==> src/rtl/tbm_pkg.sv <==
// Package for the bias mode controller: mode codes, register layout, reset values, timing.
// Shared by the device end and the host end.
package tbm_pkg;
  // Power mode field codes
  localparam logic [1:0] TBM_MODE_ACTIVE = 2'h0;
  localparam logic [1:0] TBM_MODE_STARTUP = 2'h1;
  localparam logic [1:0] TBM_MODE_LOWPWR = 2'h2;
  localparam logic [1:0] TBM_MODE_SHUTDOWN = 2'h3;
  // Register select codes on the link
  localparam logic [3:0] TBM_REG_OUT0 = 4'h0;
  localparam logic [3:0] TBM_REG_BOOST = 4'h6;
  localparam logic [3:0] TBM_REG_ENABLE = 4'h7;
  localparam logic [3:0] TBM_REG_MODE = 4'h8;
  localparam int TBM_OUTPUTS = 6;
  // Reset values, off code, boost range and code scaling
  localparam logic [3:0] TBM_BOOST_RESET = 4'hF;
  localparam logic [5:0] TBM_ENABLE_RESET = 6'h00;
  localparam logic [7:0] TBM_CODE_RESET = 8'h00;
  localparam logic [7:0] TBM_CODE_OFF = 8'h00;
  localparam logic [3:0] TBM_BOOST_MIN_CODE = 4'h0;
  localparam logic [3:0] TBM_BOOST_MAX_CODE = 4'hF;
  localparam int TBM_BOOST_MIN_V = 9;
  localparam int TBM_CODE_STEP_MV = 188;
  localparam int TBM_CODE_STEPS = 128;
  // Startup settle time
  localparam int TBM_CLK_MHZ = 20;
  localparam int TBM_STARTUP_US = 180;
  localparam int TBM_STARTUP_CYC = TBM_STARTUP_US * TBM_CLK_MHZ;
  // Host command port offsets
  localparam logic [3:0] TBM_HOST_OUT0 = 4'h0;
  localparam logic [3:0] TBM_HOST_BOOST = 4'h6;
  localparam logic [3:0] TBM_HOST_ENABLE = 4'h7;
  localparam logic [3:0] TBM_HOST_MODE = 4'h8;
  localparam logic [3:0] TBM_HOST_STATUS = 4'h9;
  localparam logic [3:0] TBM_HOST_LAST = 4'hA;
  typedef enum logic [1:0] {TBM_ST_SHUTDOWN, TBM_ST_STARTUP, TBM_ST_ACTIVE, TBM_ST_LOWPWR} tbm_state_e;
endpackage : tbm_pkg

==> src/rtl/tbm_link_if.sv <==
// Link between host controller and bias mode device: register write port and mode status.
// Both ends on one clock.
`timescale 1ns/1ns
interface tbm_link_if;
  logic wr;
  logic [3:0] sel;
  logic [7:0] wdata;
  logic [1:0] mode;
  logic link_up;
  modport dev (input wr, sel, wdata, output mode, link_up);
  modport host (output wr, sel, wdata, input mode, link_up);
endinterface : tbm_link_if

==> src/rtl/tbm_device.sv <==
// Bias mode device: mode sequencer, six output codes, enables and boost level.
// Assumes io_supply_level and analog_supply are synchronous levels; rst is a plain clocked reset.
// Startup length is a cycle count, so STARTUP_CYC must follow the clock rate.
// Function
// - Six host-writable output code registers
// - Code maps linearly, 188 mV steps
// - Boost level is 4-bit, 9..24 V
// - Boost 0h lowest, Fh highest
// - Startup sets boost to 24 V code
// - Host keeps boost 2 V above outputs; tbm_host forwards boost writes unchecked
// - Code 00h disables output with pull-down
// - Shutdown: blocks off, outputs high impedance
// - Shutdown on supply power-up or IO low
// - Registers default after leaving shutdown
// - IO high: startup, reset, link, boost on
// - Startup request from active/low resets all
// - Startup moves to active by itself
// - Active: outputs off until individually enabled
// - Active accepts new codes anytime
// - Low power to active on request
// - Active to low power on request
// - Low power: link on, outputs hi-z, boost off
// - Low power keeps all registers
// - Mode field startup then active
// - Enable field resets all zeros
`timescale 1ns/1ns
module tbm_device import tbm_pkg::*; #(
  parameter int STARTUP_CYC = TBM_STARTUP_CYC
) (
  // Clock and reset
  input wire logic clk,
  input wire logic rst,
  // Supply sense
  input wire logic analog_supply,
  input wire logic io_supply_level,
  // Link
  tbm_link_if.dev link,
  // Analog controls
  output logic [47:0] out_code,
  output logic [5:0] out_drive,
  output logic [5:0] out_pulldown,
  output logic [3:0] boost_level,
  output logic boost_on
);
  tbm_state_e state;
  logic [12:0] settle;
  logic [7:0] code [TBM_OUTPUTS];
  logic [5:0] enable;
  logic [1:0] mode_field;
  logic clear_regs;
  logic link_ok;
  logic mode_wr;
  logic req_startup;
  logic req_lowpwr;
  logic req_active;
  logic startup_done;
  logic drive_ok;

  // Registers are cleared while shutdown or startup holds
  assign clear_regs = (state == TBM_ST_SHUTDOWN) || (state == TBM_ST_STARTUP);
  assign link_ok = (state == TBM_ST_ACTIVE) || (state == TBM_ST_LOWPWR) || (state == TBM_ST_STARTUP);
  assign mode_wr = link.wr && (link.sel == TBM_REG_MODE) && link_ok;
  assign drive_ok = (state == TBM_ST_ACTIVE);

  // Request decode; only the two low bits carry a mode code, the rest are ignored
  assign req_startup = mode_wr && (link.wdata[1:0] == TBM_MODE_STARTUP);
  assign req_lowpwr = mode_wr && (link.wdata[1:0] == TBM_MODE_LOWPWR);
  assign req_active = mode_wr && (link.wdata[1:0] == TBM_MODE_ACTIVE);
  assign startup_done = (state == TBM_ST_STARTUP) && (settle == 13'(STARTUP_CYC - 1));

  // Startup settle counter; zero outside startup, so every entry waits the full time
  always_ff @(posedge clk) begin
    if (rst || (state != TBM_ST_STARTUP)) begin
      settle <= '0;
    end else if (!startup_done) begin
      settle <= settle + 13'h1;
    end
  end

  // Mode sequencer; a missing supply acts as reset at any time
  always_ff @(posedge clk) begin
    if (rst || !analog_supply || !io_supply_level) begin
      state <= TBM_ST_SHUTDOWN;
    end else begin
      unique case (state)
        TBM_ST_SHUTDOWN: begin
          state <= TBM_ST_STARTUP;
        end
        TBM_ST_STARTUP: begin
          if (startup_done) begin
            state <= TBM_ST_ACTIVE;
          end
        end
        TBM_ST_ACTIVE: begin
          if (req_startup) begin
            state <= TBM_ST_STARTUP;
          end else if (req_lowpwr) begin
            state <= TBM_ST_LOWPWR;
          end
          // Active again or shutdown codes are ignored
        end
        TBM_ST_LOWPWR: begin
          if (req_startup) begin
            state <= TBM_ST_STARTUP;
          end else if (req_active) begin
            state <= TBM_ST_ACTIVE;
          end
          // Any other request is ignored
        end
      endcase
    end
  end

  // Mode field follows the sequencer
  always_ff @(posedge clk) begin
    unique case (state)
      TBM_ST_STARTUP: mode_field <= TBM_MODE_STARTUP;
      TBM_ST_ACTIVE: mode_field <= TBM_MODE_ACTIVE;
      TBM_ST_LOWPWR: mode_field <= TBM_MODE_LOWPWR;
      TBM_ST_SHUTDOWN: mode_field <= TBM_MODE_SHUTDOWN;
    endcase
  end

  // Output codes; low power keeps taking writes so the host can stage values for the return
  always_ff @(posedge clk) begin
    if (rst || clear_regs) begin
      for (int i = 0; i < TBM_OUTPUTS; i++) begin
        code[i] <= TBM_CODE_RESET;
      end
    end else if (link.wr) begin
      for (int i = 0; i < TBM_OUTPUTS; i++) begin
        if (link.sel == TBM_REG_OUT0 + 4'(i)) begin
          code[i] <= link.wdata;
        end
      end
    end
  end

  // Output enable field; writes during startup are lost to the clear
  always_ff @(posedge clk) begin
    if (rst || clear_regs) begin
      enable <= TBM_ENABLE_RESET;
    end else if (link.wr && (link.sel == TBM_REG_ENABLE)) begin
      enable <= link.wdata[5:0];
    end
  end

  // Boost level; resets to the top rail so a fresh start never starves an output
  always_ff @(posedge clk) begin
    if (rst || clear_regs) begin
      boost_level <= TBM_BOOST_RESET;
    end else if (link.wr && (link.sel == TBM_REG_BOOST)) begin
      boost_level <= link.wdata[3:0];
    end
  end

  // Boost runs in startup and active only
  always_ff @(posedge clk) begin
    if (rst) begin
      boost_on <= 1'b0;
    end else begin
      boost_on <= (state == TBM_ST_STARTUP) || (state == TBM_ST_ACTIVE);
    end
  end

  // Code to level scaling is linear in the amplifier, so codes pass straight through
  always_ff @(posedge clk) begin
    if (rst) begin
      out_code <= '0;
    end else begin
      for (int i = 0; i < TBM_OUTPUTS; i++) begin
        out_code[i*8 +: 8] <= code[i];
      end
    end
  end

  // Drive only in active mode with enable set and a nonzero code
  always_ff @(posedge clk) begin
    if (rst) begin
      out_drive <= '0;
    end else begin
      for (int i = 0; i < TBM_OUTPUTS; i++) begin
        out_drive[i] <= drive_ok && enable[i] && (code[i] != TBM_CODE_OFF);
      end
    end
  end

  // Pull-down takes over an enabled output at code zero; with both low the pin floats
  always_ff @(posedge clk) begin
    if (rst) begin
      out_pulldown <= '0;
    end else begin
      for (int i = 0; i < TBM_OUTPUTS; i++) begin
        out_pulldown[i] <= drive_ok && enable[i] && (code[i] == TBM_CODE_OFF);
      end
    end
  end

  // Status back to host
  always_ff @(posedge clk) begin
    if (rst) begin
      link.link_up <= 1'b0;
    end else begin
      link.link_up <= link_ok;
    end
  end

  // Mode field is already a register, so it goes out as is
  assign link.mode = mode_field;
endmodule : tbm_device

==> src/flat_wrapper.sv <==
// flat-port wrapper written by rule: the top's interface ports become plain ports
module tbm_device_flat import tbm_pkg::*;
#(
  parameter int STARTUP_CYC = TBM_STARTUP_CYC
)
  (clk, rst, analog_supply, io_supply_level, out_code, out_drive, out_pulldown, boost_level, boost_on, link_wr, link_sel, link_wdata, link_mode, link_link_up);
  tbm_link_if link_i ();
  input wire logic clk;
  input wire logic rst;
  input wire logic analog_supply;
  input wire logic io_supply_level;
  output logic [47:0] out_code;
  output logic [5:0] out_drive;
  output logic [5:0] out_pulldown;
  output logic [3:0] boost_level;
  output logic boost_on;
  input wire logic [$bits(link_i.wr)-1:0] link_wr;
  input wire logic [$bits(link_i.sel)-1:0] link_sel;
  input wire logic [$bits(link_i.wdata)-1:0] link_wdata;
  output wire logic [$bits(link_i.mode)-1:0] link_mode;
  output wire logic [$bits(link_i.link_up)-1:0] link_link_up;
  assign link_i.wr = link_wr;
  assign link_i.sel = link_sel;
  assign link_i.wdata = link_wdata;
  assign link_mode = link_i.mode;
  assign link_link_up = link_i.link_up;
  tbm_device #(.STARTUP_CYC(STARTUP_CYC)) u_core (.clk(clk), .rst(rst), .analog_supply(analog_supply), .io_supply_level(io_supply_level), .link(link_i), .out_code(out_code), .out_drive(out_drive), .out_pulldown(out_pulldown), .boost_level(boost_level), .boost_on(boost_on));
endmodule
==> config.mk <==
export PLATFORM = sky130hd
export DESIGN_NAME = tbm_device_flat
export DESIGN_NICKNAME = d
export VERILOG_FILES = /design/src/rtl/tbm_pkg.sv /design/src/rtl/tbm_link_if.sv /design/src/rtl/tbm_device.sv /design/src/flat_wrapper.sv
export SDC_FILE = /design/constraint.sdc
export NUM_CORES = 1
export LEC_CHECK = 0
export ABC_AREA = 0
export BUFFER_PORTS_ARGS = -buffer_cell sky130_fd_sc_hd__buf_4
export CORE_ASPECT_RATIO = 1.4
export CORE_UTILIZATION = 55
export DETAILED_ROUTE_END_ITERATION = 10
export PLACE_DENSITY = 0.91
export SLEW_MARGIN = 10
export SYNTH_ARGS = -nofsm -noshare
export SYNTH_HDL_FRONTEND = slang
export SYNTH_SLANG_ARGS = --single-unit
==> constraint.sdc <==
create_clock -name clk -period 2.7 [get_ports clk]
set_clock_uncertainty 0.05 [all_clocks]
set_input_delay 0.27 -clock clk [delete_from_list [all_inputs] [get_ports clk]]
set_output_delay 0.27 -clock clk [all_outputs]
set_load 0.02 [all_outputs]
* After elaboration in Yosys (flattened, before gate mapping)
Memory sizes are Yosys's and may differ from the RTL's.
Cells that the tools add are included.
** Storage, ports and cells
- Flip-flop bits (word level) :: 89
- Bits in writable memories :: 48
- Input bits :: 17
- Output and inout port bits :: 68
- Word-level logic and storage cells :: 127
- Memories :: 1
** Memory list
- u_core.code :: depth 6, bits a word 8, rd ports 6, clocked after memory_dff 0, wr ports 6, line tbm_device.sv:47 : logic [7:0] code [TBM_OUTPUTS];
** Cells by class
- Add/subtract/negate cells :: 1
- Eq/ne operators :: 18
- Mux-type cells :: 39
- Bitwise logic cells :: 6
- Reductions and logical operators :: 52
** Operator list (count)
- 8-bit logical NOT :: 6
- 8-bit two-way mux :: 6
- 8-bit nonzero test :: 6
- 1-bit logical AND :: 26
- 1-bit two-way mux :: 26
- 4-bit by 3-bit == test with 1-bit output (second input constant) :: 4
- 2-bit one-hot mux with 4 select lines :: 2
- 13-bit by 1-bit adder with 13-bit output (second input constant) :: 1
- 13-bit by 12-bit == test with 1-bit output (second input constant) :: 1
- 2-bit two-way mux :: 5
- 4-bit by 2-bit == test with 1-bit output (second input constant) :: 2
- 1-bit logical OR :: 8
- 2-bit == test (second input constant) :: 3
- 3-bit by 1-bit inequality test with 1-bit output (second input constant) :: 2
- 1-bit OR :: 6
- 2-bit by 1-bit == test with 1-bit output (second input constant) :: 2
- 4-bit by 1-bit == test with 1-bit output (second input constant) :: 1
- 4-bit == test (second input constant) :: 1
- 2-bit logical NOT :: 2
- 4-bit logical NOT :: 1
- 2-bit by 1-bit inequality test with 1-bit output (second input constant) :: 2
- 3-bit AND reduction :: 1
- 1-bit logical NOT :: 2

* Longest topological paths before layout
- Word-level depth :: 8
- Depth in mapped cells :: 7
- Depth with buffers taken out :: 7

* Worst setup path before layout
OpenSTA, ideal clock, no wires.
- Kind :: reg2reg
- Start :: reg u_core.state[1]
- End :: mem u_core.code[0][1] (data pin)
- Setup time :: 0.132 ns
- Arrival :: 1.975 ns
- Required time :: 2.518 ns
- Slack :: 0.543 ns
- Stages on the path, launching flop included :: 8
- Path buffers :: 1
- Clock period less this slack :: 2.157 ns
- Path through :: dfxtp_1 inv_1 ha_1 or3_1 or2_2 clkbuf_1 nor3_1 and2_1
** RTL lines
- from (decl) :: line tbm_device.sv:45 : tbm_state_e state;
- from (signal assigned) :: line tbm_device.sv:83 : state <= TBM_ST_SHUTDOWN;
- from (signal assigned) :: line tbm_device.sv:87 : state <= TBM_ST_STARTUP;
- from (signal assigned) :: line tbm_device.sv:91 : state <= TBM_ST_ACTIVE;
- to (decl) :: line tbm_device.sv:47

* Final worst setup path
- Start :: reg u_core.settle[6]
- End :: reg u_core.state[1]
** On the way
- Longest elaborated chain between the ends :: 4
** RTL lines
- from (decl) :: line tbm_device.sv:46 : logic [12:0] settle;
- from (signal assigned) :: line tbm_device.sv:76 : settle <= settle + 13'h1;
- 13-bit by 12-bit == test with 1-bit output :: line tbm_device.sv:69 : assign startup_done = (state == TBM_ST_STARTUP) && (settle == 13'(STARTUP_CYC - 1));
- 1-bit logical AND :: line tbm_device.sv:69
- 2-bit by 1-bit inequality test with 1-bit output (no source line)
- 3-bit AND reduction (no source line)
Every way passes these cells.
A chain may end at the register's enable or synchronous reset.

==> impl_metrics.toml <==
[timing]
hold_slack_ns = 0.0791
slew_viol_final = 0
period_needed_ns = 2.41
rsz0062_at_grt = "false"
fin_ws_ns = 0.293
finalHoldViolCount = 0
fin_crit_sh_pct = 89.2
relSlewSlack_pct = 30.7
setup_violations = 0
max_freq_mhz = 415
worst_pin_slew_ns = 1.03
finalSetupTns_ns = 0

[setup_path]
ff2ff_path_depth = 4
cp_top_family = "simple AND/OR/NAND/NOR gates"
crit_path_end = "u_core.state[1]"
end_kind = "flip-flop"
worstPathArrival_ns = 2.63
startpoint = "u_core.settle[6]"
r2r_setup_slack_ns = 0.29
worstPathRequired_ns = 2.92
cp.depth = 4
path_cells = "or4b_1 > or4_1 > a2111oi_1 > o22ai_1"
cpPeakStageDelay_ns = 0.68
critical_path_class = "flip-flop to flip-flop"
path_max_fanout = 8
regToRegEndpoint = "u_core.state[1]"
r2r-start = "u_core.settle[6]"
slowest_stage = "or4_1"
worst_setup_path_start_kind = "flip-flop"
critPathBufInv = 0

[status]
status = "completed"

[power]
internal-power_mw = 3.61
p_clk_share_pct = 47.7
power_mw = 4.52
p_per_area_nw_per_um2 = 738
switching_share_pct = 20.2
seq_power_share_pct = 48.4
p_leak_nw = 2.57
peakVddDrop_mv = 0.661
switching_power_mw = 0.912
pwr-share-comb_pct = 3.9

[floorplan]
initial_core_util_pct = 56.4
ioPinCount = 85
die_area_um2 = 9160
die_y_um = 113
fp.dieW_um = 81.2
placementRows = 40
coreArea_um2 = 8560

[final_layout]
nets = 525
final_layout_size_suffix_gt1_share_pct = 23.1
area_growth_pct = 26.8
multiInputGateArea_um2 = 1540
ff_latch_area_um2 = 3220
num-fill-cells = 576
n_antenna_cell = 0
fin_cells = 620

[route]
drc = 0
routedWlPerCell_um = 15.7
drt_pass1_iterations = 4
drt_iter0_markers = 250
via_per_inst = 5.25
vias = 3257
drtAntennaViolNets = 0
wl_um = 9750

[grt]
grt_max_degree = 57
overflow = 0
antenna_found_initial = 0
grt_pass1_vias = 3163
grt_pass1_wl_um = 15300
grt.total_usage_pct = 23.2

[logic_synthesis]
synth_seq_cells = 137
synth_cells = 407
synth_edf_count = 48
yosys-top-cells-area = "dfxtp_1 (37%), edfxtp_1 (30%), nor2b_1 (6.5%)"
synth.top_cell.area_share_pct = 36.9
yosysTopAreaCell = "dfxtp_1"
yosysWarningCount = 0
async_reset_ff_share_pct = 0
avgSynthCellArea_um2 = 11.9
yosysSeqAreaShare_pct = 66.8
ys.flop_type = "dfxtp_1"
synth.most_common_cell = "dfxtp_1"
yosys.cell_types.count = 37
netlist_area_um2 = 4830
synth_nets = 430
yosys-top-cells-count = "dfxtp_1 (89), nor2b_1 (50), edfxtp_1 (48)"

[clocking]
cts.sinks = 137
cts_tree = "built"
clkTransAtPathRegs_ns = 0.05
cts_buffers = 17
cts_hold_repair.buffers = 0
ctsResizeCount = 0
clock_latency_ns = 0.41
htree_levels = 4
post_cts_buffers = 0
cts_max_path_buffers = 2
root_buffer = "clkbuf_16"

[place]
io_buffer_count = 84
pre_cts_ws_ns = 0.326
post-place-cells = 588
dpl.hpwl_um = 6630
gp_congestion = 0.839

[run]
cap_violations = 0

[worst_hold_path]
whs_path_depth = 3
min_path_type = "input pin to flip-flop"
==> metrics by stage <==
step | util (%) | cell area (um2)
final | 71.5 | 6120
after floorplan | - | 4830
after global routing | 71.5 | 6120
after CTS | 71.5 | 6120
after global placement | 65.0 | 5560
after detailed placement | 65.0 | 5560
==> state kept, by name, summed over array words and instances (netlist names), 2 cells and up <==
register / cells
u_core.boost_level: 4
u_core.code: 48
u_core.enable: 6
u_core.link.mode: 2
u_core.out_code: 48
u_core.out_drive: 6
u_core.out_pulldown: 6
u_core.settle: 13
u_core.state: 2
==> worst min path at each step <==
stage	start	end
2_1_floorplan	link_wdata[0]	u_core.boost_level[0]
3_3_place_gp	u_core.boost_level[1]	u_core.boost_level[1]
3_5_place_dp	u_core.boost_level[3]	u_core.boost_level[3]
4_1_cts	link_wdata[0]	u_core.boost_level[0]
5_1_grt	link_wdata[0]	u_core.boost_level[0]
6_report	link_wdata[0]	u_core.boost_level[0]
==> power groups by stage <==
| stage | Combinational (mW) | Clock [mW] | Sequential, mW |
|---|---|---|---|
| global route | 0.191 | 2.26 | 2.19 |
| floorplan | 0.0760 | 0 | 2.24 |
| finish | 0.177 | 2.16 | 2.19 |
| detailed placement | 0.174 | 0 | 2.23 |
| global placement | 0.168 | 0 | 2.23 |
| CTS | 0.176 | 2.18 | 2.19 |
==> cell type report <==
type	instances	area share (%)
Sequential cell	137	52.7
Multi-Input combinational cell	254	25.1
Timing Repair Buffer	87	10.7
Clock buffer	23	7.48
Tap cell	105	2.15
Clock inverter	9	1.62
Inverter	5	0.307
==> placed cells by master, fill, tap and decap left out, types with 3 or more instances in the layout <==
cell,netlist,layout
dfxtp_1,89,89
buf_4,0,87
nor2b_1,50,50
edfxtp_1,48,48
and2_1,42,42
nor2_1,40,40
nand2_1,26,26
clkbuf_16,0,17
nor4_1,13,13
mux2i_1,11,11
a21oi_1,8,8
nor3_1,7,7
xor2_1,7,7
nand3_1,6,6
ha_1,6,6
inv_1,5,5
clkbuf_1,10,5
nand2b_1,4,4
o21ai_0,5,4
nand4_1,4,4
or2_2,3,3
xnor2_1,3,3
clkinv_2,0,3
==> worst reg2reg max path, cell delays in order, from the launching register on <==
cell       delay, ns
dfxtp_1         0.36
or4b_1          0.50
or4_1           0.68
a2111oi_1       0.56
o22ai_1         0.12
==> layer usage <==
layer,global-route usage [%],vias to the layer above,part of all wire (%)
li1,-,1567,-
met1,25.1,1539,38
met2,40.1,120,53
met3,7.10,31,5.7
met4,11.3,0,3.1
met5,0,-,0
==> cell families after synthesis <==
logic type	synth area share, %
DFF	66.8
adders and majority gates	1.56
xor gates and xnor gates	1.81
AOI/OAI and AO/OA	2.64
and+or+nand+nor	23.5
muxes	2.28
buffers and inverters	1.40
(Power assumes the default switching activity.)
